--- src/rtl/sts_regs.svh ---
`ifndef STS_REGS_SVH
`define STS_REGS_SVH

// Register byte offsets
`define STS_OFS_FLAGS 8'h00
`define STS_OFS_FLAG_CLR 8'h04
`define STS_OFS_SEM 8'h08
`define STS_OFS_SEM_A 8'h0C
`define STS_OFS_SEM_B 8'h10
`define STS_OFS_START_A 8'h14
`define STS_OFS_START_B 8'h18
`define STS_OFS_IRQ_STAT 8'h1C
`define STS_OFS_IRQ_MASK 8'h20

// Event flag positions
`define STS_FLG_NMI 0
`define STS_FLG_CLK 1
`define STS_FLG_RAM 2
`define STS_FLG_FLASH 3
`define STS_FLG_ST_A 4
`define STS_FLG_ST_B 5
`define STS_FLG_W 6
`define STS_FLG_RESET 6'h00

// Owner semaphore codes
`define STS_SEM_RESET 2'h0
`define STS_SEM_B_OWNS 2'h1
`define STS_SEM_A_OWNS 2'h2
`define STS_SEM_FREE 2'h3

// Interrupt status positions
`define STS_IRQ_NMI 0
`define STS_IRQ_SEM 1
`define STS_IRQ_REFUSE 2
`define STS_IRQ_W 3
`define STS_IRQ_RESET 3'h0

`define STS_START_BIT 0
`define STS_RESP_OKAY 2'h0
`define STS_RESP_SLVERR 2'h2

`endif

--- src/rtl/sts_pkg.sv ---
package sts_pkg;
    typedef logic [1:0] sts_sem_t;
    typedef logic [5:0] sts_flags_t;
    typedef logic [2:0] sts_irq_t;
    typedef logic [31:0] sts_word_t;
endpackage

--- src/rtl/sts_axil_slave.sv ---
`timescale 1ns/100ps
module sts_axil_slave #(
    parameter int ADDR_W = 8
) (
    input wire logic aclk,
    input wire logic aresetn,
    input wire logic [ADDR_W-1:0] s_axi_awaddr,
    input wire logic s_axi_awvalid,
    output logic s_axi_awready,
    input wire logic [31:0] s_axi_wdata,
    input wire logic [3:0] s_axi_wstrb,
    input wire logic s_axi_wvalid,
    output logic s_axi_wready,
    output logic [1:0] s_axi_bresp,
    output logic s_axi_bvalid,
    input wire logic s_axi_bready,
    input wire logic [ADDR_W-1:0] s_axi_araddr,
    input wire logic s_axi_arvalid,
    output logic s_axi_arready,
    output logic [31:0] s_axi_rdata,
    output logic [1:0] s_axi_rresp,
    output logic s_axi_rvalid,
    input wire logic s_axi_rready,
    output logic wr_en,
    output logic [ADDR_W-1:0] wr_addr,
    output logic [31:0] wr_data,
    output logic [3:0] wr_strb,
    input wire logic wr_err,
    output logic rd_en,
    output logic [ADDR_W-1:0] rd_addr,
    input wire logic [31:0] rd_data,
    input wire logic rd_err
);
    `include "sts_regs.svh"

    // A low ready means that channel holds a taken item
    assign wr_en = !s_axi_awready && !s_axi_wready && !s_axi_bvalid;
    assign rd_en = !s_axi_arready && !s_axi_rvalid;

    always_ff @(posedge aclk) begin
        if (!aresetn) begin
            s_axi_awready <= 1'b1;
            s_axi_wready <= 1'b1;
            s_axi_bvalid <= 1'b0;
            s_axi_bresp <= `STS_RESP_OKAY;
            wr_addr <= '0;
            wr_data <= 32'h0000_0000;
            wr_strb <= 4'h0;
        end else begin
            if (s_axi_awvalid && s_axi_awready) begin
                s_axi_awready <= 1'b0;
                wr_addr <= s_axi_awaddr;
            end
            if (s_axi_wvalid && s_axi_wready) begin
                s_axi_wready <= 1'b0;
                wr_data <= s_axi_wdata;
                wr_strb <= s_axi_wstrb;
            end
            if (wr_en) begin
                s_axi_awready <= 1'b1;
                s_axi_wready <= 1'b1;
                s_axi_bvalid <= 1'b1;
                s_axi_bresp <= wr_err ? `STS_RESP_SLVERR : `STS_RESP_OKAY;
            end else if (s_axi_bvalid && s_axi_bready) begin
                s_axi_bvalid <= 1'b0;
            end
        end
    end

    always_ff @(posedge aclk) begin
        if (!aresetn) begin
            s_axi_arready <= 1'b1;
            s_axi_rvalid <= 1'b0;
            s_axi_rresp <= `STS_RESP_OKAY;
            s_axi_rdata <= 32'h0000_0000;
            rd_addr <= '0;
        end else begin
            if (s_axi_arvalid && s_axi_arready) begin
                s_axi_arready <= 1'b0;
                rd_addr <= s_axi_araddr;
            end
            if (rd_en) begin
                s_axi_rvalid <= 1'b1;
                s_axi_rdata <= rd_data;
                s_axi_rresp <= rd_err ? `STS_RESP_SLVERR : `STS_RESP_OKAY;
            end else if (s_axi_rvalid && s_axi_rready) begin
                s_axi_rvalid <= 1'b0;
                s_axi_arready <= 1'b1;
            end
        end
    end
endmodule

--- src/rtl/sts_top.sv ---
// Local design decisions: the register addresses and the AXI4-Lite slave port.
`timescale 1ns/100ps
module sts_top #(
    parameter int ADDR_W = 8
) (
    input wire logic aclk,
    input wire logic aresetn,
    input wire logic [ADDR_W-1:0] s_axi_awaddr,
    input wire logic s_axi_awvalid,
    output logic s_axi_awready,
    input wire logic [31:0] s_axi_wdata,
    input wire logic [3:0] s_axi_wstrb,
    input wire logic s_axi_wvalid,
    output logic s_axi_wready,
    output logic [1:0] s_axi_bresp,
    output logic s_axi_bvalid,
    input wire logic s_axi_bready,
    input wire logic [ADDR_W-1:0] s_axi_araddr,
    input wire logic s_axi_arvalid,
    output logic s_axi_arready,
    output logic [31:0] s_axi_rdata,
    output logic [1:0] s_axi_rresp,
    output logic s_axi_rvalid,
    input wire logic s_axi_rready,
    input wire logic flash_unc_err,
    input wire logic ram_unc_err,
    input wire logic clock_fail,
    input wire logic st_timeout,
    input wire logic st_sig_mismatch,
    output logic nmi_pulse,
    output logic selftest_grant_a,
    output logic selftest_grant_b,
    output logic selftest_start_a,
    output logic selftest_start_b,
    output logic irq
);
    `include "sts_regs.svh"

    generate
        if (ADDR_W < 6 || ADDR_W > 32) begin : g_bad_addr
            $error("sts_top: ADDR_W must lie between 6 and 32");
        end
    endgenerate

    function automatic logic may_change(input sts_pkg::sts_sem_t s, input logic core_b);
        may_change = core_b ? (s != `STS_SEM_A_OWNS) : (s != `STS_SEM_B_OWNS);
    endfunction

    // Free code grants nobody, so a stale owner cannot keep running
    function automatic logic has_res(input sts_pkg::sts_sem_t s, input logic core_b);
        has_res = core_b ? (s == `STS_SEM_B_OWNS)
                         : (s == `STS_SEM_RESET || s == `STS_SEM_A_OWNS);
    endfunction

    logic wr_en;
    logic [ADDR_W-1:0] wr_addr;
    logic [31:0] wr_data;
    logic [3:0] wr_strb;
    logic rd_en;
    logic [ADDR_W-1:0] rd_addr;
    logic [31:0] rd_data;
    logic wr_err;
    logic rd_err;

    sts_axil_slave #(
        .ADDR_W(ADDR_W)
    ) u_bus (
        .aclk(aclk),
        .aresetn(aresetn),
        .s_axi_awaddr(s_axi_awaddr),
        .s_axi_awvalid(s_axi_awvalid),
        .s_axi_awready(s_axi_awready),
        .s_axi_wdata(s_axi_wdata),
        .s_axi_wstrb(s_axi_wstrb),
        .s_axi_wvalid(s_axi_wvalid),
        .s_axi_wready(s_axi_wready),
        .s_axi_bresp(s_axi_bresp),
        .s_axi_bvalid(s_axi_bvalid),
        .s_axi_bready(s_axi_bready),
        .s_axi_araddr(s_axi_araddr),
        .s_axi_arvalid(s_axi_arvalid),
        .s_axi_arready(s_axi_arready),
        .s_axi_rdata(s_axi_rdata),
        .s_axi_rresp(s_axi_rresp),
        .s_axi_rvalid(s_axi_rvalid),
        .s_axi_rready(s_axi_rready),
        .wr_en(wr_en),
        .wr_addr(wr_addr),
        .wr_data(wr_data),
        .wr_strb(wr_strb),
        .wr_err(wr_err),
        .rd_en(rd_en),
        .rd_addr(rd_addr),
        .rd_data(rd_data),
        .rd_err(rd_err)
    );

    sts_pkg::sts_flags_t flags;
    sts_pkg::sts_flags_t next_flags;
    sts_pkg::sts_sem_t sem;
    sts_pkg::sts_sem_t next_sem;
    sts_pkg::sts_irq_t irq_stat;
    sts_pkg::sts_irq_t next_irq_stat;
    sts_pkg::sts_irq_t irq_mask;
    logic run_core_b;

    // Address decode
    wire [7:0] wa = 8'(wr_addr);
    wire [7:0] ra = 8'(rd_addr);
    wire wr_high_zero = (wr_addr >> 8) == '0;
    wire rd_high_zero = (rd_addr >> 8) == '0;
    wire wr_byte0 = wr_en && wr_strb[0] && wr_high_zero;
    wire wr_clr = wr_byte0 && wa == `STS_OFS_FLAG_CLR;
    wire wr_sem_a = wr_byte0 && wa == `STS_OFS_SEM_A;
    wire wr_sem_b = wr_byte0 && wa == `STS_OFS_SEM_B;
    wire wr_go_a = wr_byte0 && wa == `STS_OFS_START_A && wr_data[`STS_START_BIT];
    wire wr_go_b = wr_byte0 && wa == `STS_OFS_START_B && wr_data[`STS_START_BIT];
    wire wr_mask = wr_byte0 && wa == `STS_OFS_IRQ_MASK;
    wire rd_stat = rd_en && rd_high_zero && ra == `STS_OFS_IRQ_STAT;
    wire [1:0] wr_val = wr_data[1:0];

    wire wr_known = wa == `STS_OFS_FLAGS || wa == `STS_OFS_FLAG_CLR || wa == `STS_OFS_SEM
        || wa == `STS_OFS_SEM_A || wa == `STS_OFS_SEM_B || wa == `STS_OFS_START_A
        || wa == `STS_OFS_START_B || wa == `STS_OFS_IRQ_STAT || wa == `STS_OFS_IRQ_MASK;
    assign wr_err = !(wr_known && wr_high_zero);

    // Ownership checks
    wire ok_sem_a = may_change(sem, 1'b0);
    wire ok_sem_b = may_change(sem, 1'b1);
    wire res_a = has_res(sem, 1'b0);
    wire res_b = has_res(sem, 1'b1);
    wire take_sem_a = wr_sem_a && ok_sem_a;
    wire take_sem_b = wr_sem_b && ok_sem_b;
    wire go_a = wr_go_a && res_a;
    wire go_b = wr_go_b && res_b;
    wire refused = (wr_sem_a && !ok_sem_a) || (wr_sem_b && !ok_sem_b)
        || (wr_go_a && !res_a) || (wr_go_b && !res_b);

    assign next_sem = take_sem_a ? wr_val : (take_sem_b ? wr_val : sem);
    wire sem_changed = next_sem != sem;

    // Event flags; a set in the clearing cycle wins
    wire st_err = st_timeout || st_sig_mismatch;
    wire [5:1] ev_set = {st_err && run_core_b, st_err && !run_core_b, flash_unc_err,
        ram_unc_err, clock_fail};
    wire [5:1] pend = flags[5:1] | ev_set;
    wire nmi_fire = !flags[`STS_FLG_NMI] && (|pend);
    wire [5:0] clr_vec = wr_clr ? wr_data[5:0] : 6'h00;
    assign next_flags = (flags & ~clr_vec) | {ev_set, nmi_fire};

    // Status clears on read, events in that cycle survive
    wire [2:0] irq_ev = {refused, sem_changed, nmi_fire};
    assign next_irq_stat = (rd_stat ? 3'h0 : irq_stat) | irq_ev;

    // Read mux
    wire rd_known = ra == `STS_OFS_FLAGS || ra == `STS_OFS_FLAG_CLR || ra == `STS_OFS_SEM
        || ra == `STS_OFS_SEM_A || ra == `STS_OFS_SEM_B || ra == `STS_OFS_START_A
        || ra == `STS_OFS_START_B || ra == `STS_OFS_IRQ_STAT || ra == `STS_OFS_IRQ_MASK;
    assign rd_err = !(rd_known && rd_high_zero);
    wire [31:0] rd_flags = {26'h0, flags};
    wire [31:0] rd_sem = {30'h0, sem};
    wire [31:0] rd_stat_w = {29'h0, irq_stat};
    wire [31:0] rd_mask_w = {29'h0, irq_mask};
    assign rd_data = (ra == `STS_OFS_FLAGS) ? rd_flags
        : (ra == `STS_OFS_SEM) ? rd_sem
        : (ra == `STS_OFS_IRQ_STAT) ? rd_stat_w
        : (ra == `STS_OFS_IRQ_MASK) ? rd_mask_w
        : 32'h0000_0000;

    always_ff @(posedge aclk) begin
        if (!aresetn) begin
            flags <= `STS_FLG_RESET;
            nmi_pulse <= 1'b0;
        end else begin
            flags <= next_flags;
            nmi_pulse <= nmi_fire;
        end
    end

    always_ff @(posedge aclk) begin
        if (!aresetn) begin
            sem <= `STS_SEM_RESET;
            selftest_grant_a <= 1'b1;
            selftest_grant_b <= 1'b0;
            selftest_start_a <= 1'b0;
            selftest_start_b <= 1'b0;
            run_core_b <= 1'b0;
        end else begin
            sem <= next_sem;
            selftest_grant_a <= has_res(next_sem, 1'b0);
            selftest_grant_b <= has_res(next_sem, 1'b1);
            selftest_start_a <= go_a;
            selftest_start_b <= go_b;
            if (go_a || go_b) begin
                run_core_b <= go_b;
            end
        end
    end

    always_ff @(posedge aclk) begin
        if (!aresetn) begin
            irq_stat <= `STS_IRQ_RESET;
            irq_mask <= `STS_IRQ_RESET;
            irq <= 1'b0;
        end else begin
            irq_stat <= next_irq_stat;
            if (wr_mask) begin
                irq_mask <= wr_data[2:0];
            end
            irq <= |(next_irq_stat & (wr_mask ? wr_data[2:0] : irq_mask));
        end
    end
endmodule

--- config.mk ---
export PLATFORM = sky130hd
export DESIGN_NAME = sts_top
export DESIGN_NICKNAME = d
export VERILOG_FILES = /design/src/rtl/sts_pkg.sv /design/src/rtl/sts_axil_slave.sv /design/src/rtl/sts_top.sv
export VERILOG_INCLUDE_DIRS = /design/src /design/src/rtl
export SDC_FILE = /design/constraint.sdc
export NUM_CORES = 1
export LEC_CHECK = 0
export BUFFER_PORTS_ARGS = -buffer_cell sky130_fd_sc_hd__buf_2
export CAP_MARGIN = 5
export CORE_ASPECT_RATIO = 1.1
export CORE_MARGIN = 8
export CORE_UTILIZATION = 50
export DETAILED_ROUTE_END_ITERATION = 7
export PLACE_DENSITY = 0.91
export SYNTH_ARGS = -nofsm -noshare
export SYNTH_HDL_FRONTEND = slang
export SYNTH_SLANG_ARGS = --single-unit
--- constraint.sdc ---
create_clock -name aclk -period 3.5 [get_ports aclk]
set_input_delay 0 -clock aclk [delete_from_list [all_inputs] [get_ports aclk]]
set_output_delay 0 -clock aclk [all_outputs]
set_load 0.05 [all_outputs]
After elaboration in Yosys (flattened, before gate mapping)
Cells that the tools add are included.
{ "op_classes": {"eq_ne": 23, "n_mux": 18, "bitwise_logic": 7, "n_reduce_logical": 72} }
{ "ops": {"columns": ["cell", "n"], "rows": [
  ["equality test 8 x 5 -> 1 bit, second input constant", 8],
  ["equality test 8 x 4 -> 1 bit, second input constant", 4],
  ["logical AND 1 bit", 29],
  ["logical OR 1 bit", 23],
  ["equality test 8 x 3 -> 1 bit, second input constant", 2],
  ["equality test 8 x 6 -> 1 bit, second input constant", 2],
  ["logical NOT 8 bit", 2],
  ["two-way mux 3 bit", 5],
  ["two-way mux 6 bit", 2],
  ["logical NOT 1 bit", 11],
  ["two-way mux 2 bit", 4],
  ["two-way mux 1 bit", 7],
  ["bitwise AND 6 bit", 1],
  ["NOT 6 bit", 1],
  ["OR 6 bit", 1],
  ["OR 5 bit", 1],
  ["OR reduction 5 bit", 1],
  ["equality test 2 x 1 -> 1 bit, second input constant", 2],
  ["equality test 2 bit, second input constant", 2],
  ["logical NOT 2 bit", 2],
  ["nonzero test 2 bit", 2],
  ["bitwise AND 3 bit", 1],
  ["OR 3 bit", 1],
  ["OR reduction 3 bit", 1],
  ["5 further kinds", 5]
]} }
{ "word_totals": {"reg_bits": 85, "input_bits": 64, "out_inout_bits": 47, "word_cells": 143} }

Depth between registers and ports, before layout
Gate-level depths: netlist (run 1).
{ "depth": {"depth_word": 12, "ltp_mapped": 6, "mapped_depth_nobuf": 5} }

By module
From an unflattened synthesis (run 1), not the netlist that was laid out.
{ "hier_totals": {"hier_cells": 545, "hier_area_um2": 4964.8} }
{ "by_module_without_submodules": {"columns": ["module", "instances", "cells_per_inst", "area_per_inst_um2", "seq_area_each_um2"], "rows": [
  ["sts_axil_slave", 1, 414, 3821.2, 1821.7],
  ["sts_top", 1, 131, 1143.6, 420.4]
]} }

Least setup slack after synthesis (run 1)
OpenSTA, ideal clock, no wires.
{ "synth_timing": {"path_kind": "register to register", "from": "reg u_bus.s_axi_awready", "to": "reg irq", "setup_time_ns": 0.132, "arrival_time_ns": 1.898, "t_required_ns": 3.368, "path_slack_ns": 1.470, "stages_incl_launch_ff": 6, "path_buffers": 0, "period_less_slack_ns": 2.030, "path_cell_list": "dfxtp_1 -> or4b_1 -> nor4_4 -> mux2i_1 -> nand3b_1 -> o311ai_2"} }
{ "synth_between": {"elab_chain_len": 12, "word_cells_on_any_way": 27, "classes_between": "1 x eq/ne; 3 x mux; 2 x bitwise; 21 x reduce/logical"} }
{ "synth_rtl": {"columns": ["item", "line", "text"], "rows": [
  ["start: declaration", "sts_axil_slave.sv:9", "output logic s_axi_awready,"],
  ["start signal: assignment", "sts_axil_slave.sv:42", "s_axi_awready <= 1'b1;"],
  ["start signal: assignment", "sts_axil_slave.sv:51", "s_axi_awready <= 1'b0;"],
  ["start signal: assignment", "sts_axil_slave.sv:60", "s_axi_awready <= 1'b1;"],
  ["logical NOT 1 bit *", "sts_axil_slave.sv:37", "assign wr_en = !s_axi_awready && !s_axi_wready && !s_axi_bvalid;"],
  ["logical AND 1 bit * (2 in a row)", "sts_axil_slave.sv:37", null],
  ["logical AND 1 bit *", "sts_top.sv:112", "wire wr_byte0 = wr_en && wr_strb[0] && wr_high_zero;"],
  ["logical AND 1 bit (no line)", null, null],
  ["logical AND 1 bit, on equally long branches", "sts_top.sv:133, sts_top.sv:116, sts_top.sv:136", null],
  ["two-way mux 2 bit, or another cell as far along", "sts_top.sv:139", "assign next_sem = take_sem_a ? wr_val : (take_sem_b ? wr_val : sem);"],
  ["two-way mux 2 bit or logical OR 1 bit (tied branches)", "sts_top.sv:139, sts_top.sv:137", null],
  ["inequality test 2 bit or logical OR 1 bit (tied branches)", "sts_top.sv:140, sts_top.sv:137", null],
  ["OR 3 bit", "sts_top.sv:153", "assign next_irq_stat = (rd_stat ? 3'h0 : irq_stat) | irq_ev;"],
  ["bitwise AND 3 bit *", "sts_top.sv:210", "irq <= |(next_irq_stat & (wr_mask ? wr_data[2:0] : irq_mask));"],
  ["OR reduction 3 bit *", "sts_top.sv:210", null],
  ["end signal: assignment", "sts_top.sv:210", null],
  ["end: declaration", "sts_top.sv:35", "output logic irq"]
]} }
Mark *: on every way between the ends. The rest lies on a longest branch, timed or not.
A chain may end at the register's enable or synchronous reset.

Worst setup path in the final report (run 1)
{ "layout_timing": {"from": "reg u_bus.s_axi_awready", "to": "reg flags[4]"} }
{ "layout_between": {"elab_chain_len": 9} }
{ "layout_rtl": {"columns": ["item", "line", "text"], "rows": [
  ["logical NOT 1 bit", "sts_axil_slave.sv:37", null],
  ["logical AND 1 bit (2 in a row)", "sts_axil_slave.sv:37", null],
  ["logical AND 1 bit", "sts_top.sv:112", null],
  ["logical AND 1 bit (no line)", null, null],
  ["two-way mux 6 bit", "sts_top.sv:148", "wire [5:0] clr_vec = wr_clr ? wr_data[5:0] : 6'h00;"],
  ["NOT 6 bit", "sts_top.sv:149", "assign next_flags = (flags & ~clr_vec) | {ev_set, nmi_fire};"],
  ["bitwise AND 6 bit", "sts_top.sv:149", null],
  ["OR 6 bit", "sts_top.sv:149", null],
  ["end signal: assignment", "sts_top.sv:172", "flags <= `STS_FLG_RESET;"],
  ["end signal: assignment", "sts_top.sv:175", "flags <= next_flags;"],
  ["end: declaration", "sts_top.sv:98", "sts_pkg::sts_flags_t flags;"]
]} }
No other way between the ends.

==> impl_results.md, run 1 <==
- Outcome: complete, no violations
- Worst ir drop on vdd: 0.358 mV
- CTS buffer count: 9
- Number of buffers inserted for hold repair after clock tree synthesis: 42
- Number of enable-type register cells in the synthesized netlist: 0
- Switching component of the power: 0.505 mW
- Number of cell rows: 27
- Synth top area cells: sky130_fd_sc_hd__dfxtp_1, sky130_fd_sc_hd__buf_4, sky130_fd_sc_hd__a21oi_1
- Clock transition at the register clock pins on the worst setup and hold paths after CTS: 70 ps
- Routed Wire Length: 7610 µm
- Minimum clock period after layout: 2280 ps
- Vias in the first global route: 2658
- GR Util All Layers: 19.7%
- Clock root buffer master: sky130_fd_sc_hd__clkbuf_8
- Combinational fraction of design power: 17.0%
- Tightest Hold Check Type: input pin to flip-flop
- Final layout net count: 464
- Clock Power Share: 41.0%
- DR WL met2: 3780 µm
- Routed length per placed instance: 16.4 µm
- Port Buffer Count: 53
- WL met3: 565 µm
- Switching power share of the total: 29.4%
- Endpoint required time on the critical path: 3740 ps
- Yosys synthesis warning count: 0
- R2R Setup Slk: 1220 ps
- End of the worst register-to-register path: flags[4]
- Cell count of the worst reg-to-reg path: 5
- TritonCTS sink count: 57
- Critical path peak fanout: 14
- Clock network latency to the later pin of the worst-skew pair: 340 ps
- Share of the synthesized area in the top cell type: 43.3%
- Number of max-cap violations: 0
- Final estimated routing congestion in global placement: 0.849
- Fraction of final layout cells with drive strength greater than 1: 19.3%
- Maximum number of pins on one net before global-route repair: 39
- Cells after Synth: 311
- Instance area at placement: 0.00280 mm²
- Most area-hungry cell type in the Yosys netlist: sky130_fd_sc_hd__dfxtp_1
- Chip Width: 85.2 µm
- Classification of the worst setup path: flip-flop to flip-flop
- Uppermost layer routed: met4
- Floorplan die area: 0.00785 mm²
- Post-route fraction of the period consumed by the critical path: 65.0%
- Worst Hold Depth: 3
- Most common flop cell mapped by yosys: sky130_fd_sc_hd__dfxtp_1
- 1st-pass router iterations: 4
- Worst setup EP type: flip-flop
- Area growth, synth to finish: 31.0%
- Overall via count from detail_route: 2613
- Number of I/O pins: 111
- Worst hold-check slack: 14.3 ps
- Antenna Violating Nets Remaining: 0
- Setup total negative slack: 0 ps
- Register share of total power: 42.0%
- Sequential area share after synthesis: 43.3%
- H-Tree Level Count: 3
- Final total power: 1.72 mW
- DRC violation count after routing: 0
- Setup clock skew after layout: 7.40 ps
- Startpoint types: flip-flop
- Slew at the pin with the worst max-slew slack: 1210 ps
- Number of vias per cell: 5.64
- Number of gates resized after cts: 0
- Hold Violations, Final: 0
- RSZ-0062 raised after global routing: false
- Initial drt markers: 258
- Vertical die dimension: 92.1 µm
- Share of async-settable or async-resettable flops after synthesis: 0%
- Met1 layer wirelength in the final routing: 2970 µm
- Initial antenna violation count: 0
- Number of buffers added for setup after CTS: 0
- Most frequent cell after synthesis: sky130_fd_sc_hd__dfxtp_1
- Internal power consumption: 1.22 mW
- Leak: 1.41 nW
- Synth top cells by count: sky130_fd_sc_hd__dfxtp_1, sky130_fd_sc_hd__a21oi_1, sky130_fd_sc_hd__nand2_1, sky130_fd_sc_hd__nand3_1, sky130_fd_sc_hd__buf_4
- First-pass GRT wire length: 12400 µm
- Rel. slew slack: 19.5%
- Launch instance of the worst register-to-register path: u_bus.s_axi_awready
- Max Transition Viols Final: 0
- Total grt overflow: 0
- Hold endpoint: u_bus.wr_data[2]
- Post-route cell area: 0.00345 mm²
- Fill cell total of the finished layout: 348
- Post-route core utilization: 68.5%
- Number of buffers on the longest clock path: 2
- Count of different cell masters after synthesis: 45
- Hold wc startpoint: s_axi_wvalid
- WP data arrival: 2520 ps
- Fmax: 0.439 GHz
- Power density cells: 499 mW/mm²
- Antenna cells: 0
- Post-synthesis average cell area: 8.46 µm²
- Summed instance area of the synthesized netlist: 0.00263 mm²
- CTS tree: yes
- Post-DP HPWL: 4450 µm
- Final setup viols: 0
- Core Region: 0.00503 mm²
- Effective utilization at floorplan: 52.3%
- Number of storage elements in the synthesis netlist: 57
## cells in the final DEF (no fill, tap or decap), types with 5 or more instances in the layout
cell type / instances
sky130_fd_sc_hd__dfxtp_1: 57
sky130_fd_sc_hd__buf_2: 53
sky130_fd_sc_hd__mux2i_1: 7
sky130_fd_sc_hd__a21oi_1: 33
sky130_fd_sc_hd__nand2b_1: 10
sky130_fd_sc_hd__nor2_1: 19
sky130_fd_sc_hd__dlygate4sd3_1: 42
sky130_fd_sc_hd__o21a_1: 6
sky130_fd_sc_hd__nor4_1: 5
sky130_fd_sc_hd__nand3_1: 32
sky130_fd_sc_hd__a21boi_0: 6
sky130_fd_sc_hd__conb_1: 28
sky130_fd_sc_hd__nand2_1: 33
sky130_fd_sc_hd__nor3_1: 5
sky130_fd_sc_hd__inv_1: 5
sky130_fd_sc_hd__clkbuf_8: 11
## power by group through the flow
stage	clock network, mW	logic (mW)	registers (mW)
2_1_floorplan	0	0.193	0.753
3_3_place_gp	0	0.238	0.730
3_5_place_dp	0	0.243	0.732
4_1_cts	0.710	0.280	0.718
5_1_grt	0.738	0.310	0.725
6_report	0.706	0.292	0.722
## routing by layer
layer / up-vias / GRT usage (%)
met5: - / 0
met4: 0 / 14.3
met3: 32 / 5.80
met2: 130 / 33.1
met1: 1241 / 20.6
li1: 1210 / -
## worst max-delay path: stages (launching register included)
cell and delay, ps:
sky130_fd_sc_hd__dfxtp_1 460, sky130_fd_sc_hd__nor3_1 400, sky130_fd_sc_hd__nand3_1 200, sky130_fd_sc_hd__nor3b_1 640, sky130_fd_sc_hd__a21boi_0 260, sky130_fd_sc_hd__o21a_1 220
## registers in the layout (all words and copies together), names as in the netlist, 2 cells and up
register and count:
flags 6, sem 2, u_bus.s_axi_rdata 6, irq_mask 3, irq_stat 3, u_bus.rd_addr 8, u_bus.wr_data 6, u_bus.wr_addr 8
## cell families (layout without fill, tap and decap cells)
| logic type | count (synthesis) | after routing | share of synthesized area (%) |
|---|---|---|---|
| other | 1 | 28 | 0.142 |
| xor gates and xnor gates | 2 | 2 | 0.666 |
| buffers and inverters | 49 | 116 | 11.0 |
| DFF | 57 | 57 | 43.3 |
| muxes | 7 | 7 | 2.66 |
| AOI/OAI and AO/OA | 65 | 65 | 15.7 |
| and+or+nand+nor | 130 | 130 | 26.5 |
## final cells by class
cell class / count / area (µm²) / area share [%]
sequential: 57 / 1140 / 33.1
clock buffer: 11 / 151 / 4.39
timing repair buffer: 95 / 686 / 19.9
tap: 58 / 72.6 / 2.10
multi-input combinational: 232 / 1300 / 37.8
inverter: 5 / 18.8 / 0.544
clock inverter: 5 / 77.6 / 2.25
## metrics by stage
stage                     std cells  worst slack, ps
after floorplan                 338             1470
after global placement          405             1410
after detailed placement        405             1340
after CTS                       463             1280
after global routing            463              992
final                           463             1220
## how the worst max path moves through the flow
stage | from | endpoint | slack [ps] | cells past startpoint
after floorplan | u_bus.s_axi_awready | irq | 1470 | 5
after global placement | u_bus.s_axi_awready | irq | 1410 | 5
after detailed placement | u_bus.s_axi_awready | irq | 1340 | 5
after CTS | u_bus.s_axi_awready | irq | 1280 | 5
after global routing | u_bus.s_axi_awready | flags[4] | 990 | 5
final | u_bus.s_axi_awready | flags[4] | 1220 | 5
(Power assumes the default switching activity.)
==> run 2: changes to the inputs <==
- ABC_AREA: not set -> 1
- CORE_UTILIZATION: 50 -> 48
- PLACE_DENSITY: 0.91 -> 0.88
- clock period: 3.5 -> 2.4 ns (I/O delays scaled with it)
==> run 2 against run 1 <==
  * Critical path depth fell by 1
  * Critical endpoint is now u_bus.rd_addr[6]
  * Critical path type unchanged
  * Final area rose by 1.3%
  * Hold slack barely moved
  * Non-clock buffer count fell by 3
==> impl_results.md, run 2 <==
- Fmax: 0.556 GHz (+27%)
- GR Util All Layers: 19.0% (-0.68 points)
- Clock Power Share: 37.9% (-3.1 points)
- Cell-by-cell listing of the critical path: nand2_1 > o21ai_0 > nor2_1 > dlygate4sd3_1
- Final setup viols: 0 (unchanged)
- Vias in the first global route: 2706 (+1.8%)
- Port Buffer Count: 53 (unchanged)
- Initial drt markers: 177 (-31%)
- Worst slack after detailed placement: 892 ps (-444 ps)
- Synth top cells by count: sky130_fd_sc_hd__dfxtp_1, sky130_fd_sc_hd__nand2_1, sky130_fd_sc_hd__nor2_1, sky130_fd_sc_hd__o21ai_0, sky130_fd_sc_hd__a21oi_1
- Switching component of the power: 0.787 mW (+56%)
- Slowest CP cell: sky130_fd_sc_hd__dlygate4sd3_1
- Clock network latency to the later pin of the worst-skew pair: 350 ps (about the same)
- Final layout net count: 514 (+11%)
- Most area-hungry cell type in the Yosys netlist: sky130_fd_sc_hd__dfxtp_1
- Worst ir drop on vdd: 0.457 mV (+28%)
- Share of the synthesized area in the top cell type: 42.4% (-0.95 points)
- Count of different cell masters after synthesis: 34 (-24%)
- Combinational fraction of design power: 19.6% (+2.6 points)
- H-Tree Level Count: 3 (unchanged)
- Overall via count from detail_route: 2658 (+1.7%)
- Switching power share of the total: 31.9% (+2.5 points)
- Routed Wire Length: 7420 µm (-2.5%)
- Setup clock skew after layout: 13.1 ps (+5.66 ps)
- Hold endpoint: selftest_start_a
- Register share of total power: 42.5% (+0.5 points)
- Cell count of the worst reg-to-reg path: 4 (-1)
- Power density cells: 707 mW/mm² (+42%)
- Fraction of final layout cells with drive strength greater than 1: 23.5% (+4.3 points)
- Number of enable-type register cells in the synthesized netlist: 0 (unchanged)
- Yosys synthesis warning count: 0 (unchanged)
- 1st-pass router iterations: 4 (unchanged)
- Outcome: complete, no violations
- Clock transition at the register clock pins on the worst setup and hold paths after CTS: 60 ps (about the same)
- Vertical die dimension: 94.5 µm (+2.6%)
- Commonest non-fill, non-tap cells in the layout: sky130_fd_sc_hd__dfxtp_1, sky130_fd_sc_hd__buf_2, sky130_fd_sc_hd__nand2_1, sky130_fd_sc_hd__nor2_1, sky130_fd_sc_hd__dlygate4sd3_1
- First-pass GRT wire length: 12200 µm (-1.2%)
- Total grt overflow: 0 (unchanged)
- Post-DP HPWL: 4750 µm (+6.7%)
- Setup total negative slack: 0 ps (unchanged)
- Share of async-settable or async-resettable flops after synthesis: 0% (unchanged)
- Floorplan die area: 0.00826 mm² (+5.3%)
- Tightest Hold Check Type: input pin to flip-flop
- Leading registers by flop count: u_bus.rd_addr x8, u_bus.wr_addr x8
- Chip Width: 87.4 µm (+2.6%)
- Max Transition Viols Final: 0 (unchanged)
- Most frequent cell after synthesis: sky130_fd_sc_hd__dfxtp_1
- WP data arrival: 2020 ps (-500 ps)
- Number of buffers on the longest clock path: 2 (unchanged)
- Summed instance area of the synthesized netlist: 0.00269 mm² (+2.2%)
- Final estimated routing congestion in global placement: 0.820 (-3.4%)
- Startpoint types: flip-flop
- Most common flop cell mapped by yosys: sky130_fd_sc_hd__dfxtp_1
- Cells after Synth: 357 (+15%)
- Antenna cells: 0 (unchanged)
- Number of vias per cell: 5.02 (-11%)
- Leak: 1.62 nW (+15%)
- RSZ-0062 raised after global routing: false
- Initial antenna violation count: 0 (unchanged)
- R2R Setup Slk: 600 ps (-620 ps)
- Commonest non-fill, non-tap cell in the layout: sky130_fd_sc_hd__dfxtp_1
- Number of I/O pins: 111 (unchanged)
- Instance area at placement: 0.00293 mm² (+4.6%)
- Maximum number of pins on one net before global-route repair: 32 (-18%)
- Clock root buffer master: sky130_fd_sc_hd__clkbuf_8
- Number of cell rows: 28 (+3.7%)
- Worst Hold Depth: 3 (unchanged)
- DRC violation count after routing: 0 (unchanged)
- Core Region: 0.00540 mm² (+7.2%)
- Classification of the worst setup path: flip-flop to flip-flop
- End of the worst register-to-register path: u_bus.rd_addr[6]
- Worst hold-check slack: 14.3 ps (-0.0445 ps)
- Synth top area cells: sky130_fd_sc_hd__dfxtp_1, sky130_fd_sc_hd__buf_4, sky130_fd_sc_hd__nand2_1
- Final setup margin: 602 ps (-622 ps)
- Delay of the slowest critical-path stage: 550 ps (-90 ps)
- Area growth, synth to finish: 29.8%
- Routed length per placed instance: 14.0 µm (-15%)
- Endpoint required time on the critical path: 2630 ps (-1110 ps)
- CTS buffer count: 9 (unchanged)
- Effective utilization at floorplan: 49.9% (-2.4 points)
- Post-synthesis average cell area: 7.54 µm² (-11%)
- Number of max-cap violations: 0 (unchanged)
- CTS tree: yes
- Hold wc startpoint: aresetn
- Sequential area share after synthesis: 42.4% (-0.95 points)
- Number of storage elements in the synthesis netlist: 57 (unchanged)
- Post-route cell area: 0.00349 mm² (+1.3%)
- Antenna Violating Nets Remaining: 0 (unchanged)
- Launch instance of the worst register-to-register path: u_bus.s_axi_arready
- Hold Violations, Final: 0 (unchanged)
- Minimum clock period after layout: 1800 ps (-478 ps)
- Critical path peak fanout: 12 (-2)
- Post-route fraction of the period consumed by the critical path: 74.9% (+9.9 points)
- TritonCTS sink count: 57 (unchanged)
- Number of gates resized after cts: 0 (unchanged)
- Worst setup EP type: flip-flop
- Internal power consumption: 1.68 mW (+38%)
-- run 2: cell types whose count changed after synthesis, moves of 6 or more --
cell	delta
sky130_fd_sc_hd__o21ai_0	+31
sky130_fd_sc_hd__nor2_1	+28
sky130_fd_sc_hd__inv_1	+22
sky130_fd_sc_hd__nand2_1	+17
sky130_fd_sc_hd__nand3_1	-13
sky130_fd_sc_hd__inv_2	+11
sky130_fd_sc_hd__nand2b_1	-10
sky130_fd_sc_hd__mux2i_1	-7
sky130_fd_sc_hd__a21boi_0	-6
sky130_fd_sc_hd__clkbuf_1	-6
sky130_fd_sc_hd__o21a_1	-6
-- run 2: worst max-delay path, delay by kind of cell (launching register included) --
family	cells	cell delay, ps
buffers and inverters	1	550
AOI/OAI and AO/OA	1	270
and+or+nand+nor	2	370
DFF	1	500
-- run 2: logic make-up (layout without fill, tap and decap cells) --
logic type      Yosys count  after routing  synth area share [%]
compound gates           77             77                  15.5
other cells               1             28                 0.139
flops                    57             57                  42.4
simple gates            147            147                  27.5
buf+inv                  75            146                  14.5
-- run 2: repair_timing --
| item | CTS | global route |
|---|---|---|
| endpoints found under the hold margin | 30 | 0 |
| setup buffers | 0 | 0 |
| hold buffers | 36 | 0 |
-- run 2: layout make-up --
class | instances | area (µm²)
clock buffer | 12 | 155
clock inverter | 4 | 51.3
fill | 450 | 1900
inverter | 38 | 143
multi-input combinational | 252 | 1260
sequential | 57 | 1140
tap | 75 | 93.8
timing repair buffer | 92 | 648
-- run 2: per-layer routing --
metal  track usage (%)  vias to the layer above  share of wire [%]
li1                  -                     1294                  -
met1              19.0                     1200                 37
met2              32.4                      134                 51
met3              6.26                       30                8.3
met4              14.1                        0                4.5
met5                 0                        -                  0
-- run 2: power groups by stage --
stage | clock (mW) | sequential (mW) | combinational [mW]
3_3_place_gp | 0 | 1.06 | 0.413
6_report | 0.937 | 1.05 | 0.484
5_1_grt | 0.996 | 1.06 | 0.522
4_1_cts | 0.930 | 1.05 | 0.471
3_5_place_dp | 0 | 1.07 | 0.422
2_1_floorplan | 0 | 1.12 | 0.311
-- run 2: worst max-delay path by stage --
stage,startpoint,endpoint
floorplan,u_bus.s_axi_awready,irq
global placement,u_bus.rd_addr[0],irq
detailed placement,u_bus.rd_addr[7],irq
CTS,u_bus.s_axi_arready,u_bus.rd_addr[6]
global route,u_bus.s_axi_arready,u_bus.rd_addr[7]
finish,u_bus.s_axi_arready,u_bus.rd_addr[6]
-- run 2: metrics by stage --
step	instances	power, mW	util [%]
after floorplan	384	1.43	-
after global placement	478	1.48	54.3
after global routing	530	2.57	64.8
final	530	2.47	64.8
after CTS	530	2.45	64.8
after detailed placement	478	1.49	54.3
